### src/verilog/abwk_defs.svh
`ifndef ABWK_DEFS_SVH
`define ABWK_DEFS_SVH

// ----------------------------------------
// Register byte offsets
// ----------------------------------------
`define ABWK_OFS_CTRL 8'h00
`define ABWK_OFS_DIV_LO 8'h04
`define ABWK_OFS_DIV_HI 8'h08
`define ABWK_OFS_RXBUF 8'h0C
`define ABWK_OFS_STATUS 8'h10

// ----------------------------------------
// Control register fields
// ----------------------------------------
`define ABWK_CTRL_AUTOBAUD 0
`define ABWK_CTRL_WAKE 1
`define ABWK_CTRL_WIDE 2
`define ABWK_CTRL_HSPD 3
`define ABWK_CTRL_ASYNC 4

// ----------------------------------------
// Status register fields
// ----------------------------------------
`define ABWK_STAT_FLAG 0
`define ABWK_STAT_IDLE 1
`define ABWK_STAT_CAL 2
`define ABWK_STAT_WAKE 3

// ----------------------------------------
// Reset values
// ----------------------------------------
`define ABWK_CTRL_RST 5'h10
`define ABWK_DIV_RST 16'h0000

// ----------------------------------------
// Autobaud clock dividers and counts
// ----------------------------------------
`define ABWK_DIV_SLOW 10'd512
`define ABWK_DIV_MID 10'd128
`define ABWK_DIV_FAST 10'd32
`define ABWK_CNT_START 16'h0001
`define ABWK_LAST_RISE 3'd5

`endif

### src/verilog/abwk_pkg.sv
package abwk_pkg;

	// ----------------------------------------
	// Sequencer states
	// ----------------------------------------
	typedef enum logic [2:0] {
		ST_IDLE,
		ST_WAKE_WATCH,
		ST_WAKE_LOW,
		ST_CAL_START,
		ST_CAL_BIT0,
		ST_CAL_COUNT
	} abwk_state_t;

endpackage

### src/verilog/abwk_top.sv
// Design decisions made here: the register offsets and the APB interface to the registers.
`timescale 1ns/1ps
`include "abwk_defs.svh"

// Contract
// - Setting autobaud enable starts calibration; receiver is held idle meanwhile.
// - Calibration times a received 0x55 sync character with five rising edges.
// - Counter starts at first rising edge after start bit, on autobaud clock.
// - Fifth rising edge stops counting; value stays in divisor registers.
// - On completion hardware clears autobaud enable and sets receive flag.
// - Reading receive buffer clears receive flag, after calibration or wake.
// - Both divisor registers form one 16-bit counter during calibration.
// - Counter advances at one eighth of normal base clock rate.
// - Autobaud clock is Fosc/512, Fosc/128 or Fosc/32 by select bits.
// - Counter starts at 1; software may subtract one afterwards.
// - With both enables set, autobaud runs on character after the break.
// - In sleep the rate generator stops; no normal reception.
// - Wake on break works only in asynchronous mode.
// - While wake enabled, reception is disabled and line is watched.
// - Falling edge on receive line is wake event; flag set then.
// - Wake interrupt synchronous when awake, asynchronous while sleeping.
// - Rising edge ending break clears wake enable; then wait idle.
module abwk_top (
	input wire logic CLK,
	input wire logic SRST,
	input wire logic PSEL,
	input wire logic PENABLE,
	input wire logic PWRITE,
	input wire logic [7:0] PADDR,
	input wire logic [31:0] PWDATA,
	output logic [31:0] PRDATA,
	output logic PREADY,
	output logic PSLVERR,
	input wire logic SERIAL_IN_LINE,
	input wire logic SLEEP_MODE,
	output logic RECEIVE_FLAG,
	output logic WAKE_REQUEST,
	output logic RECEIVE_HOLD_IDLE,
	output logic RECEIVE_IDLE_FLAG
);

	// ----------------------------------------
	// Declarations
	// ----------------------------------------
	abwk_pkg::abwk_state_t state_q;
	abwk_pkg::abwk_state_t state_d;
	logic autobaud_enable_q;
	logic wake_on_break_enable_q;
	logic wide_q;
	logic hspd_q;
	logic async_q;
	logic flag_q;
	logic [7:0] div_lo_q;
	logic [7:0] div_hi_q;
	logic [9:0] presc_q;
	logic [2:0] rises_q;
	logic rx_prev_q;
	logic [31:0] prdata_q;
	logic rx_fall;
	logic rx_rise;
	logic cal_tick;
	logic cal_done;
	logic wake_event;
	logic wake_end;
	logic setup_rd;
	logic wr_en;
	logic rd_en;
	logic addr_ok;
	logic counting;
	logic ctrl_wr;
	logic rxbuf_rd;

	// ----------------------------------------
	// Helpers
	// ----------------------------------------
	// Autobaud clock period is eight base periods
	function automatic logic [9:0] cal_period_f(input logic wide, input logic hspd);
		logic [9:0] p;
		p = `ABWK_DIV_MID;
		if (!wide && !hspd) begin
			p = `ABWK_DIV_SLOW;
		end else if (wide && hspd) begin
			p = `ABWK_DIV_FAST;
		end
		return p;
	endfunction

	function automatic logic addr_valid_f(input logic [7:0] a);
		return (a == `ABWK_OFS_CTRL) || (a == `ABWK_OFS_DIV_LO) ||
			(a == `ABWK_OFS_DIV_HI) || (a == `ABWK_OFS_RXBUF) ||
			(a == `ABWK_OFS_STATUS);
	endfunction

	// ----------------------------------------
	// APB decode
	// ----------------------------------------
	// Zero wait states; read data is captured in the setup cycle
	assign addr_ok = addr_valid_f(PADDR);
	assign setup_rd = PSEL && !PENABLE && !PWRITE;
	assign wr_en = PSEL && PENABLE && PWRITE && addr_ok;
	assign rd_en = PSEL && PENABLE && !PWRITE && addr_ok;
	assign ctrl_wr = wr_en && (PADDR == `ABWK_OFS_CTRL);
	assign rxbuf_rd = rd_en && (PADDR == `ABWK_OFS_RXBUF);
	assign PREADY = 1'b1;
	assign PSLVERR = PSEL && PENABLE && !addr_ok;
	assign PRDATA = prdata_q;

	// ----------------------------------------
	// Line edges
	// ----------------------------------------
	always_ff @(posedge CLK) begin
		if (SRST) begin
			rx_prev_q <= 1'b1;
		end else begin
			rx_prev_q <= SERIAL_IN_LINE;
		end
	end

	assign rx_fall = rx_prev_q && !SERIAL_IN_LINE;
	assign rx_rise = !rx_prev_q && SERIAL_IN_LINE;

	// ----------------------------------------
	// Event terms
	// ----------------------------------------
	assign counting = (state_q == abwk_pkg::ST_CAL_COUNT);
	assign cal_done = counting && !SLEEP_MODE && rx_rise &&
		(rises_q == (`ABWK_LAST_RISE - 3'd1));
	assign wake_event = (state_q == abwk_pkg::ST_WAKE_WATCH) && rx_fall;
	assign wake_end = (state_q == abwk_pkg::ST_WAKE_LOW) && rx_rise;
	// Prescaler stalls in sleep since its clock is gone
	assign cal_tick = counting && !SLEEP_MODE &&
		(presc_q == cal_period_f(wide_q, hspd_q) - 10'd1);

	// ----------------------------------------
	// Sequencer
	// ----------------------------------------
	always_comb begin
		state_d = state_q;
		unique case (state_q)
			abwk_pkg::ST_IDLE: begin
				if (wake_on_break_enable_q && async_q) begin
					state_d = abwk_pkg::ST_WAKE_WATCH;
				end else if (autobaud_enable_q && !SLEEP_MODE) begin
					state_d = abwk_pkg::ST_CAL_START;
				end
			end
			abwk_pkg::ST_WAKE_WATCH: begin
				if (!wake_on_break_enable_q || !async_q) begin
					state_d = abwk_pkg::ST_IDLE;
				end else if (rx_fall) begin
					state_d = abwk_pkg::ST_WAKE_LOW;
				end
			end
			abwk_pkg::ST_WAKE_LOW: begin
				// Back to idle, where a pending autobaud takes the next byte
				if (!wake_on_break_enable_q || rx_rise) begin
					state_d = abwk_pkg::ST_IDLE;
				end
			end
			abwk_pkg::ST_CAL_START: begin
				if (!autobaud_enable_q) begin
					state_d = abwk_pkg::ST_IDLE;
				end else if (rx_fall && !SLEEP_MODE) begin
					state_d = abwk_pkg::ST_CAL_BIT0;
				end
			end
			abwk_pkg::ST_CAL_BIT0: begin
				if (!autobaud_enable_q) begin
					state_d = abwk_pkg::ST_IDLE;
				end else if (rx_rise && !SLEEP_MODE) begin
					state_d = abwk_pkg::ST_CAL_COUNT;
				end
			end
			abwk_pkg::ST_CAL_COUNT: begin
				if (!autobaud_enable_q || cal_done) begin
					state_d = abwk_pkg::ST_IDLE;
				end
			end
			default: begin
				state_d = abwk_pkg::ST_IDLE;
			end
		endcase
	end

	always_ff @(posedge CLK) begin
		if (SRST) begin
			state_q <= abwk_pkg::ST_IDLE;
		end else begin
			state_q <= state_d;
		end
	end

	// ----------------------------------------
	// Prescaler and edge count
	// ----------------------------------------
	always_ff @(posedge CLK) begin
		if (SRST) begin
			presc_q <= 10'h000;
		end else if (!counting || cal_tick) begin
			presc_q <= 10'h000;
		end else if (!SLEEP_MODE) begin
			presc_q <= presc_q + 10'd1;
		end
	end

	always_ff @(posedge CLK) begin
		if (SRST) begin
			rises_q <= 3'd0;
		end else if (state_q == abwk_pkg::ST_CAL_BIT0) begin
			rises_q <= 3'd1;
		end else if (counting && rx_rise && !SLEEP_MODE) begin
			rises_q <= rises_q + 3'd1;
		end
	end

	// ----------------------------------------
	// Control bits
	// ----------------------------------------
	// A software write in the same cycle as a hardware clear wins
	always_ff @(posedge CLK) begin
		if (SRST) begin
			autobaud_enable_q <= 1'((`ABWK_CTRL_RST >> `ABWK_CTRL_AUTOBAUD) & 5'h01);
		end else if (ctrl_wr) begin
			autobaud_enable_q <= PWDATA[`ABWK_CTRL_AUTOBAUD];
		end else if (cal_done) begin
			autobaud_enable_q <= 1'b0;
		end
	end

	always_ff @(posedge CLK) begin
		if (SRST) begin
			wake_on_break_enable_q <= 1'((`ABWK_CTRL_RST >> `ABWK_CTRL_WAKE) & 5'h01);
		end else if (ctrl_wr) begin
			wake_on_break_enable_q <= PWDATA[`ABWK_CTRL_WAKE];
		end else if (wake_end) begin
			wake_on_break_enable_q <= 1'b0;
		end
	end

	always_ff @(posedge CLK) begin
		if (SRST) begin
			wide_q <= 1'((`ABWK_CTRL_RST >> `ABWK_CTRL_WIDE) & 5'h01);
		end else if (ctrl_wr) begin
			wide_q <= PWDATA[`ABWK_CTRL_WIDE];
		end
	end

	always_ff @(posedge CLK) begin
		if (SRST) begin
			hspd_q <= 1'((`ABWK_CTRL_RST >> `ABWK_CTRL_HSPD) & 5'h01);
		end else if (ctrl_wr) begin
			hspd_q <= PWDATA[`ABWK_CTRL_HSPD];
		end
	end

	always_ff @(posedge CLK) begin
		if (SRST) begin
			async_q <= 1'((`ABWK_CTRL_RST >> `ABWK_CTRL_ASYNC) & 5'h01);
		end else if (ctrl_wr) begin
			async_q <= PWDATA[`ABWK_CTRL_ASYNC];
		end
	end

	// ----------------------------------------
	// Divisor pair
	// ----------------------------------------
	// Software writes are dropped while calibration owns the pair
	always_ff @(posedge CLK) begin
		if (SRST) begin
			div_lo_q <= 8'(`ABWK_DIV_RST & 16'h00FF);
			div_hi_q <= 8'(`ABWK_DIV_RST >> 8);
		end else if (state_q == abwk_pkg::ST_CAL_BIT0 && rx_rise && !SLEEP_MODE) begin
			{div_hi_q, div_lo_q} <= `ABWK_CNT_START;
		end else if (cal_tick && !cal_done) begin
			{div_hi_q, div_lo_q} <= {div_hi_q, div_lo_q} + 16'd1;
		end else if (wr_en && !counting && PADDR == `ABWK_OFS_DIV_LO) begin
			div_lo_q <= PWDATA[7:0];
		end else if (wr_en && !counting && PADDR == `ABWK_OFS_DIV_HI) begin
			div_hi_q <= PWDATA[7:0];
		end
	end

	// ----------------------------------------
	// Receive flag
	// ----------------------------------------
	// Setting wins over the clearing read
	always_ff @(posedge CLK) begin
		if (SRST) begin
			flag_q <= 1'b0;
		end else if (cal_done || wake_event) begin
			flag_q <= 1'b1;
		end else if (rxbuf_rd) begin
			flag_q <= 1'b0;
		end
	end

	// ----------------------------------------
	// Read data
	// ----------------------------------------
	// Buffer reads return zero; only the clearing side effect matters
	always_ff @(posedge CLK) begin
		if (SRST) begin
			prdata_q <= 32'h0000_0000;
		end else if (setup_rd) begin
			unique case (PADDR)
				`ABWK_OFS_CTRL: begin
					prdata_q <= {27'h0000000, async_q, hspd_q, wide_q,
						wake_on_break_enable_q, autobaud_enable_q};
				end
				`ABWK_OFS_DIV_LO: begin
					prdata_q <= {24'h000000, div_lo_q};
				end
				`ABWK_OFS_DIV_HI: begin
					prdata_q <= {24'h000000, div_hi_q};
				end
				`ABWK_OFS_STATUS: begin
					prdata_q <= {28'h0000000, wake_on_break_enable_q, counting, RECEIVE_IDLE_FLAG, flag_q};
				end
				default: begin
					prdata_q <= 32'h0000_0000;
				end
			endcase
		end
	end

	// ----------------------------------------
	// Outputs
	// ----------------------------------------
	assign RECEIVE_FLAG = flag_q;
	// Combinational so it reaches the core while its clocks are stopped
	assign WAKE_REQUEST = flag_q || (SLEEP_MODE && wake_on_break_enable_q && async_q &&
		state_q == abwk_pkg::ST_WAKE_WATCH && !SERIAL_IN_LINE);
	assign RECEIVE_HOLD_IDLE = autobaud_enable_q || wake_on_break_enable_q ||
		SLEEP_MODE;
	assign RECEIVE_IDLE_FLAG = (state_q == abwk_pkg::ST_IDLE) ||
		(state_q == abwk_pkg::ST_WAKE_WATCH) || (state_q == abwk_pkg::ST_CAL_START);

endmodule

### config.mk
export PLATFORM = sky130hd
export DESIGN_NAME = abwk_top
export DESIGN_NICKNAME = d
export VERILOG_FILES = /design/src/verilog/abwk_pkg.sv /design/src/verilog/abwk_top.sv
export VERILOG_INCLUDE_DIRS = /design/src /design/src/verilog
export SDC_FILE = /design/constraint.sdc
export NUM_CORES = 1
export LEC_CHECK = 0
export BUFFER_PORTS_ARGS = -buffer_cell sky130_fd_sc_hd__buf_2
export CAP_MARGIN = 0
export CORE_MARGIN = 1
export CORE_UTILIZATION = 30
export CTS_CLUSTER_DIAMETER = 40
export DETAILED_ROUTE_END_ITERATION = 16
export HOLD_SLACK_MARGIN = 0.1
export PLACE_DENSITY = 0.48
export SYNTH_ARGS = -nofsm -noshare
export SYNTH_HDL_FRONTEND = slang
export SYNTH_SLANG_ARGS = --single-unit
### constraint.sdc
create_clock -name CLK -period 2.3 [get_ports CLK]
set_input_delay 0.23 -clock CLK [delete_from_list [all_inputs] [get_ports CLK]]
set_output_delay 0.23 -clock CLK [all_outputs]
set_load 0.02 [all_outputs]
==> metrics.md <==
| Metric | Value |
|---|---|
| Post-synthesis compound-gate area fraction | `0.192` |
| Initial DRC Count | `155` |
| Fmax | `462 MHz` |
| Layout cells sized above 1 | `0.197` |
| Vias | `3041` |
| Proportion of synthesized area in mux cells | `0.0650` |
| Sum of negative setup slack | `0 ns` |
| Commonest non-fill, non-tap cell in the layout | `dfxtp_1` |
| Crit path arrival time | `2.42 ns` |
| Row Count | `37` |
| GRT met1 Usage | `0.223` |
| GRT busiest layer | `met2` |
| Register area | `942 um2` |
| Worst Tran Pin Value | `0.906 ns` |
| # hold bufs at CTS | `0` |
| Non-filler cells, final | `592` |
| Power, Total | `1.94 mW` |
| Die Height | `107 um` |
| Hpwl dp | `6820 um` |
| Vias in the first global route | `2870` |
| GRT Residual Overflow | `0` |
| Main combinational cell family by area after synthesis | `simple AND/OR/NAND/NOR gates` |
| Utilization after layout | `0.362` |
| Sequential power share | `0.439` |
| TritonCTS buffer count | `5` |
| Clock skew | `0.0106 ns` |
| Root Buffer | `clkbuf_8` |
| Postcts setup bufs | `0` |
| Final net count | `506` |
| Port Buf Inserts | `35` |
| Sw Ratio | `0.315` |
| FF-to-FF Start | `presc_q[1]` |
| Register bit total from synthesis | `47` |
| Pre-antenna DRT Iters | `4` |
| Avg WL per Cell | `15.0 um` |
| Sequential share of the synthesized area | `0.286` |
| Final worst-path cycle share | `0.941` |
| Crit path kind | `register to register` |
| Max-slew headroom | `0.396` |
| CP max FO | `7` |
| Most frequent cells in the layout | `46 x dfxtp_1, 43 x nor2_1, 35 x buf_2` |
| Clock power share | `0.339` |
| Clk slew on worst S/H paths | `0.10 ns` |
| Min-delay src | `PWDATA[5]` |
| Tmin final | `2.16 ns` |
| Maximum number of pins on one net before global-route repair | `17` |
| PD cells | `512 nW/um2` |
| Outcome | `completed` |
| Num ports | `85` |
| First-pass GRT wire length | `14500 um` |
| CTS Buffer Depth | `2` |
| H-tree levels | `2` |
| Area growth, synth to finish | `15.1%` |
| Asr flop ratio synth | `0` |
| GP Congestion | `0.789` |
| Req. time, crit path | `2.55 ns` |
| Leak Pwr | `1.50 nW` |
| DRC viols | `0` |
| Cells after Synth | `408` |
| RSZ-0062 raised after global routing | `false` |
| Critical path endpoint category | `register` |
| Main synth FF type | `dfxtp_1` |
| M3 GR Usage | `0.0195` |
| Post-synthesis adder-cell area fraction | `0.0152` |
| Ant. Diodes | `0` |
| Filler Cell Count | `1113` |
| Post-Synth XOR/XNOR Area | `0.0346` |
| Area occupied by multi-input gates | `2120 um2` |
| CP startpoint | `presc_q[1]` |
| Number of max-cap violations | `0` |
| Hold Vio Cnt, Final | `0` |
| Comb power frac | `0.222` |
| Post-Syn Area | `3290 um2` |
| VDD IR max | `0.249 mV` |
| Die Footprint | `11400 um2` |
| CORE AREA | `10500 um2` |
| Total clock sinks | `47` |
| Setup Viol. Count Final | `0` |
| Initial antenna violation count | `0` |
| Post_cts resized | `0` |
| Class of the worst hold path | `input port to register` |
| Post-synth EDFFs | `0` |
| All-Layer GR Usage | `0.159` |
| Netlist cell types | `63` |
| Yosys warns | `0` |
| Grt met2 use | `0.259` |
| Post-Synth Simple-Gate Area | `0.307` |
| NetSw | `0.611 mW` |
| Post-Route WL | `8880 um` |
| Antenna Violating Nets Remaining | `0` |
| CTS tree | `done` |
| Max Slew Vio Count | `0` |
| Die width | `107 um` |
| Latest clock arrival within the worst-skew pair | `0.31 ns` |
| Placed Instances | `584` |
| Initial Utilization | `0.315` |
| Crit start category | `register` |
| Via-to-Cell Ratio | `5.14` |
| Syn Area/Cell | `8.07 um2` |
| Pint | `1.33 mW` |
## cells by family after synthesis
logic type,count (synthesis)
muxes,21
DFF,47
AOI/OAI and AO/OA,88
other,2
and+or+nand+nor,175
xor gates and xnor gates,13
adders and majority gates,4
buffers and inverters,58
## worst max-delay path: stages (launching register included)
cell and delay, ns:
dfxtp_1 0.39, ha_1 0.22, nand2b_1 0.11, or3_1 0.46
a2111oi_4 0.31, buf_4 0.21, mux2_2 0.33, nor2_1 0.07
## layer usage
layer  vias up  share of wire
li1       1521              -
met1      1416           0.50
met2        96           0.44
met3         8          0.050
met4         0          0.012
met5         -              0
## cells in the mapped netlist (all sizes together) (13+ instances only)
cell / n / area, um2
a21oi: 18 / 90.1
dfxtp: 47 / 941
mux2i: 18 / 180
clkbuf: 15 / 56.3
nand2: 31 / 116
o21ai: 14 / 70.1
nor2: 43 / 161
inv: 13 / 48.8
nand3: 23 / 115
buf: 30 / 218
and2: 13 / 81.3
## stage by stage
stage / hold slack, ns / worst slack [ns] / area, um2
floorplan: 0.337 / 0.269 / 3380
global placement: 0.434 / 0.163 / 3660
detailed placement: 0.439 / 0.0868 / 3660
CTS: 0.130 / 0.0604 / 3780
global route: 0.133 / 0.00828 / 3790
finish: 0.137 / 0.136 / 3790
## final timing paths
kind                               endpoint  slack [ns]  depth (start not counted)
worst min register to register    PRDATA[5]        0.45                          2
worst min-delay path            div_hi_q[5]        0.14                          3
worst max-delay path            div_lo_q[7]        0.14                          7
worst max register to register  div_lo_q[7]        0.14                          7
## state kept, by name, indices dropped and copies added, names as in the netlist, 3 cells and up
signal    count
div_hi_q      8
div_lo_q      8
PRDATA        8
presc_q      10
state_q       3
rises_q       3
## power by group through the flow
stage | Sequential (mW) | Combinational, mW | Clock (mW)
3_3_place_gp | 0.869 | 0.420 | 0
5_1_grt | 0.853 | 0.466 | 0.709
4_1_cts | 0.851 | 0.428 | 0.673
2_1_floorplan | 0.869 | 0.330 | 0
3_5_place_dp | 0.869 | 0.426 | 0
6_report | 0.851 | 0.431 | 0.657
## layout make-up
class / count / share of cell area
multi-input cells: 326 / 0.560
repair buffers: 62 / 0.103
well taps: 136 / 0.0449
clock inverters: 3 / 0.0125
clock buffers: 5 / 0.0182
flip-flops and latches: 47 / 0.249
inverters: 13 / 0.0129
(Power assumes the default switching activity.)
